<file path="src/design/cpc_pkg.sv">
// Constants and types for the command/address parity checker
package cpc_pkg;

   // ------------------------------------------------------------------
   // Frame layout
   // ------------------------------------------------------------------
   localparam int ADDR_W     = 14;
   localparam int STACK_W    = 3;
   localparam int FRAME_W    = 22;   // act, ras, cas, we, bg, ba, addr
   localparam int LOG_W      = 23;   // frame plus parity input
   localparam int DLY_DEPTH  = 8;
   localparam int TAP_W      = 3;
   localparam int LAT_W      = 4;
   localparam int CODE_W     = 3;
   localparam int CL_W       = 5;
   localparam int RWL_W      = 7;
   localparam int CNT_W      = 8;

   // ------------------------------------------------------------------
   // Parity latency codes and their clock counts
   // ------------------------------------------------------------------
   localparam logic [CODE_W-1:0] LAT_CODE_4 = 3'h1;
   localparam logic [CODE_W-1:0] LAT_CODE_5 = 3'h2;
   localparam logic [CODE_W-1:0] LAT_CODE_6 = 3'h3;
   localparam logic [CODE_W-1:0] LAT_CODE_8 = 3'h4;
   localparam logic [LAT_W-1:0]  LAT_OFF    = 4'h0;
   localparam logic [LAT_W-1:0]  LAT_4      = 4'h4;
   localparam logic [LAT_W-1:0]  LAT_5      = 4'h5;
   localparam logic [LAT_W-1:0]  LAT_6      = 4'h6;
   localparam logic [LAT_W-1:0]  LAT_8      = 4'h8;

   // ------------------------------------------------------------------
   // Timing, in ns and in mclk cycles
   // ------------------------------------------------------------------
   localparam int CLK_PERIOD_NS   = 100;
   localparam int T_RAS_MIN_NS    = 3200;
   localparam int T_PW_MIN_NS     = 4000;
   localparam int T_PW_MAX_NS     = 16000;
   // Least times round up, longest times round down
   localparam int RAS_CYC    = (T_RAS_MIN_NS + CLK_PERIOD_NS - 1)
                               / CLK_PERIOD_NS;
   localparam int PW_MIN_CYC = (T_PW_MIN_NS + CLK_PERIOD_NS - 1)
                               / CLK_PERIOD_NS;
   localparam int PW_MAX_CYC = T_PW_MAX_NS / CLK_PERIOD_NS;

   localparam logic [CNT_W-1:0] RAS_END    = CNT_W'(RAS_CYC - 1);
   localparam logic [CNT_W-1:0] PW_MIN_END = CNT_W'(PW_MIN_CYC - 1);
   localparam logic [CNT_W-1:0] PW_MAX_END = CNT_W'(PW_MAX_CYC - 1);

   // ------------------------------------------------------------------
   // Error handling sequence
   // ------------------------------------------------------------------
   typedef enum logic [1:0] {
      CPC_RUN,
      CPC_DRAIN,
      CPC_ALERT,
      CPC_HOLD
   } cpc_state_t;

endpackage : cpc_pkg

</file>
<file path="src/design/cpc_delay.sv">
// Parity latency delay line for command frames
module cpc_delay
   import cpc_pkg::*;
(
   input  wire logic               mclk,
   input  wire logic               rstn,
   input  wire logic               clk_en,
   input  wire logic [FRAME_W-1:0] din,
   input  wire logic               vin,
   input  wire logic [TAP_W-1:0]   tap,
   output logic      [FRAME_W-1:0] dout,
   output logic                    vout
);

   logic [FRAME_W-1:0] dat_r [DLY_DEPTH];
   logic [DLY_DEPTH-1:0] vld_r;

   // ------------------------------------------------------------------
   // Shift stages
   // ------------------------------------------------------------------
   genvar i;
   generate
      for (i = 0; i < DLY_DEPTH; i++) begin : g_stage
         // Valid and data both cleared, so taps read zero until bus data shifts in
         always_ff @(posedge mclk) begin
            if (!rstn) begin
               vld_r[i] <= 1'b0;
               dat_r[i] <= '0;
            end else if (clk_en) begin
               vld_r[i] <= (i == 0) ? vin : vld_r[(i == 0) ? 0 : i-1];
               dat_r[i] <= (i == 0) ? din : dat_r[(i == 0) ? 0 : i-1];
            end
         end
      end
   endgenerate

   // Tap selection
   assign dout = dat_r[tap];
   assign vout = vld_r[tap];

endmodule : cpc_delay

</file>
<file path="config.mk">
export PLATFORM = sky130hd
export DESIGN_NAME = cpc_delay
export DESIGN_NICKNAME = d
export VERILOG_FILES = /design/src/design/cpc_pkg.sv /design/src/design/cpc_delay.sv
export SDC_FILE = /design/constraint.sdc
export NUM_CORES = 1
export LEC_CHECK = 0
export ABC_AREA = 1
export BUFFER_PORTS_ARGS = -buffer_cell sky130_fd_sc_hd__buf_2
export CORE_ASPECT_RATIO = 1.4
export CORE_MARGIN = 10
export CORE_UTILIZATION = 33
export DETAILED_ROUTE_END_ITERATION = 10
export SLEW_MARGIN = 40
export SYNTH_ARGS = -nofsm -noshare
export SYNTH_HDL_FRONTEND = slang
export SYNTH_SLANG_ARGS = --single-unit
export TNS_END_PERCENT = 10
</file>
<file path="constraint.sdc">
create_clock -name mclk -period 5.2 [get_ports mclk]
set_clock_uncertainty 0.2 [all_clocks]
set_input_delay 0.26 -clock mclk [delete_from_list [all_inputs] [get_ports mclk]]
set_output_delay 0.26 -clock mclk [all_outputs]
set_load 0.01 [all_outputs]
</file>
Yosys cells after proc, flatten, opt, wreduce, memory -nomap -nowiden

Memories as Yosys holds them, arrays and structs flattened.
Index checks and enable logic that the tools add are counted.

Flip-flop bits (word level): 8
Bits in latches: 0
Bits in writable memories: 176
Bits in read-only memories: 0
Input port bits: 29
Output and inout bits: 23
Logic and storage cells: 32
Memories: 1

Memories:

| name  | depth | bits a word | read ports | clocked after Yosys merged registers in | wr ports | line            | text |
|---|---|---|---|---|---|---|---|
| dat_r | 8     | 22          | 8          | 0                                       | 8        | cpc_delay.sv:15 | `logic [FRAME_W-1:0] dat_r [DLY_DEPTH];` |

$add $sub $neg: 0
Multiply operators: 0
Div/mod/pow operators: 0
$lt $le $gt $ge: 1
Equality and inequality tests: 0
Shift operators: 0
Multiplexer cells: 14
Bitwise logic cells: 8
Reduce and logical (&&, ||, !) cells: 0

Operators with widths:

| cell                                                       | number |
|---|---|
| two-way mux 22 bit                                         | 8 |
| bitwise OR 1 bit                                           | 8 |
| two-way mux 1 bit                                          | 5 |
| less-than comparator 3 x 4 -> 1 bit, second input constant | 1 |
| binary-select mux 1 bit (select 3 bit)                     | 1 |

Logic depth before layout (Yosys ltp)

Depth in word-level cells: 4
Mapped depth: 8

Worst setup path before layout

Ideal clock, no wire load.

Path type: input-to-reg
From: input clk_en
To: memory dat_r[0][0], enable pin
Setup time: 1.456 ns
Arrival: 3.218 ns
Required time: 3.544 ns
Setup slack: 0.326 ns
Stages: 2
Buffers on the path: 0
Cell sequence: inv_1 -> nand2_1

RTL lines:

| what               | line            | text |
|---|---|---|
| start: declaration | cpc_delay.sv:7  | `input wire logic clk_en,` |
| end: declaration   | cpc_delay.sv:15 |  |

Worst setup path in the final report

From: input tap[1]
To: output dout[14]

Word-level cells in the longest chain between the ends: 1

RTL lines:

| what                | line            | text |
|---|---|---|
| start: declaration  | cpc_delay.sv:10 | `input wire logic [TAP_W-1:0] tap,` |
| memory (8 x 22 bit) | --              |  |
| end: declaration    | cpc_delay.sv:11 | `output logic [FRAME_W-1:0] dout,` |

Every way passes these cells.

==> run summary <==
## Power and ir drop
- **Net Sw Frac** 26.64%
- **Leak Pwr** 0.004717 uW
- **Max rail drop VDD** 0.2105 mV
- **net switching power figure** 896.5 uW
- **internal power summed over all cells** 2469 uW
- **combinational share of power** 10.5%
- **clock network power share** 37.9%
- **sequential fraction of design power** 51.6%
- **PwrDens** 332.6 nW/um^2

## Detailed routing
- **Routed Antenna Nets** 0
- **met2 routed WL** 9.557 mm
- **total wire length after detailed routing** 19.04 mm
- **vias post-DR** 6274
- **wire length the detailed router placed on met1** 8.639 mm
- **average wire per cell in the routed design** 13.50 microns
- **router iterations before antenna repair** 5
- **met3 WL post-DR** 571 microns
- **DRC marker count from the first detailed-route iteration** 453
- **highest signal layer in the routed design** met4
- **via-per-instance ratio** 4.450
- **DRC violation count after routing** 0

## Final layout
- **share of post-route cells with drive strength above 1** 8.748%
- **area growth from synthesis to final layout** 14.20%
- **sequential standard cell area** 5445 sq um
- **final-stage net count** 1102
- **n_diodes** 0
- **filler cell count in the final layout** 2669
- **total area of multi-input combinational cells** 2328 sq um
- **leading cell type in the layout, fill and taps excluded** sky130_fd_sc_hd__nand2_1
- **commonest cells after routing, fill and taps aside** sky130_fd_sc_hd__nand2_1, sky130_fd_sc_hd__inv_1, sky130_fd_sc_hd__nor2_1, sky130_fd_sc_hd__edfxtp_1, sky130_fd_sc_hd__nand3_1

## Setup path
- **Worst Setup Start Kind** primary input
- **cells along the critical path** buf_2, buf_4, inv_4, nand3_1, nand2_1, nand2_1, nand2_1, buf_2
- **critical path capture point** dout[14]
- **critical path's largest stage delay** 0.54 ns
- **crit-path max FO** 47
- **Critical Path RT** 4.74 ns
- **Register-to-Register Setup Slack** 4.16 ns
- **CP max-delay cell** sky130_fd_sc_hd__buf_4
- **CP startpoint** tap[1]
- **Reg2Reg Launch Point** dat_r[0][13]
- **cell occurring most often along the worst timing path** sky130_fd_sc_hd__nand2_1
- **Reg2Reg Depth** 2
- **CP arrival** 1.94 ns
- **Critical Path End Type** output pin
- **kind of critical path** in -> out
- **FF-to-FF End** dat_r[1][13]

## STA
- **Final TNS setup** 0 ns
- **Peak Freq** 0.4158 GHz
- **worst-case hold slack** 0.2832 ns
- **relative slew slack** 50.07%
- **post-layout min period** 2.405 ns
- **max-slew violation count** 0
- **fin crit share** 46.25%
- **Final Hold Fails** 0
- **Worst-Margin Slew** 0.7490 ns
- **fin worst setup slack** 2.795 ns
- **setup repair after global routing missed its margin** false
- **Final setup violation count** 0

## Global routing
- **pin count of the biggest net entering global routing** 103
- **number of antenna violations at the first check in global routing** 0
- **wire length of the first global-routing pass** 32.20 mm
- **overall routing resource usage** 11.68%
- **number of global-route vias before repair** 6279
- **global route total overflow** 0

## Placed design
- **setup slack after placement** 2.789 ns
- **dpl hpwl** 10.90 mm
- **IO buf count** 51
- **final weighted congestion in routability-driven placement** 0.7517

## Clocking
- **depth of the CTS H-tree** 4
- **Post-CTS Setup Repair Bufs** 0
- **worst-skew pair later-pin latency** 0.44 ns
- **number of buffers created by CTS** 17
- **clock tree buffer depth** 2
- **clock transition at the registers of the reported paths** 0.07 ns
- **post-cts resize count** 0
- **CTS root buf** sky130_fd_sc_hd__clkbuf_16
- **clk sink count** 184
- **hold buffers post-CTS** 24
- **CTS tree** yes

## Logic synthesis
- **Synthesis Warnings** 0
- **number of different library cells in the post-synthesis netlist** 14
- **Syn Inst Count** 1025
- **Netlist Area Pre-Place** 8862 sq um
- **Area contributors post-synth** sky130_fd_sc_hd__edfxtp_1, sky130_fd_sc_hd__nand2_1, sky130_fd_sc_hd__inv_1, sky130_fd_sc_hd__nor2_1, sky130_fd_sc_hd__nand3_1
- **register area share after synthesis** 61.44%
- **area leader, netlist** sky130_fd_sc_hd__edfxtp_1
- **area share of the leading cell type in the synthesized netlist** 59.64%
- **mean area per synthesized cell** 8.646 sq um
- **flops & latches, synth** 184
- **Mapped Nets** 1054

## Die
- **chip height** 213.9 microns
- **die footprint** 33900 sq um
- **total I/O pin count** 52
- **number of core rows** 70
- **Core Box Area** 26280 sq um
- **starting utilization of the core area** 33.73%
- **x dimension of the die** 158.5 microns

## Worst hold path
- **Tightest Hold Check Type** reg -> reg

## Status
- **result of the run** finished clean

## Run
- **maxcap violations** 0

## layout make-up
type                    instances  share of cell area, %
flip-flops and latches        184                  53.80
multi-input cells             578                  23.01
inverters                     210                  7.838
repair buffers                 82                  5.600
clock buffers                  17                  4.203
well taps                     324                  4.005
clock inverters                15                  1.545
## metal layers
metal	GRT usage (%)	up-vias
met1	14.89	2940
met4	3.870	0
met5	0	-
li1	-	3217
met2	19.45	99
met3	2.025	18
## how the worst min path moves through the flow
stage / cells after the start / end / startpoint / slack (ns)
4_1_cts: 2 / vld_r[7] / vld_r[7] / 0.28
6_report: 2 / vld_r[7] / vld_r[7] / 0.28
5_1_grt: 2 / vld_r[7] / vld_r[7] / 0.32
2_1_floorplan: 2 / vld_r[0] / vin / 0.19
3_5_place_dp: 2 / vld_r[7] / vld_r[7] / 0.27
3_3_place_gp: 2 / vld_r[7] / vld_r[7] / 0.26
## cell families after synthesis
logic type	count (synthesis)	share of synthesized area, %
AO/OA/AOI/OAI	8	0.5505
buffers and inverters	263	12.55
flip-flops	184	61.44
AND/OR/NAND/NOR	570	25.46
## metrics by stage
stage               utilization [%]  cells  power (uW)  cell area [sq um]
global placement              35.32   1354        2109               9281
floorplan                         -   1025        2021               8862
global route                  38.52   1410        3519              10120
finish                        38.52   1410        3366              10120
CTS                           38.52   1410        3401              10120
detailed placement            35.39   1354        2115               9299
## power by group through the flow
stage | Combinational (uW) | Sequential (uW) | Clock (uW)
floorplan | 245 | 1780 | 0
global placement | 341 | 1770 | 0
detailed placement | 344 | 1770 | 0
CTS | 360 | 1740 | 1300
global route | 407 | 1750 | 1370
finish | 353 | 1740 | 1280
## synth_stat cells (all sizes together)
cell type    n
nand3       93
nor2       176
buf         48
o21ai        1
edfxtp     176
clkbuf       5
inv        210
dfxtp        8
nand2      301
o22ai        7
## registers in the layout (all words and copies together) (netlist names)
signal / count
dat_r: 176
vld_r: 8
## critical path: cells and delay by family
kind | cells | cell delay [ns]
buffers and inverters | 4 | 1.19
and+or+nand+nor | 4 | 0.45
(Power assumes the default switching activity.)
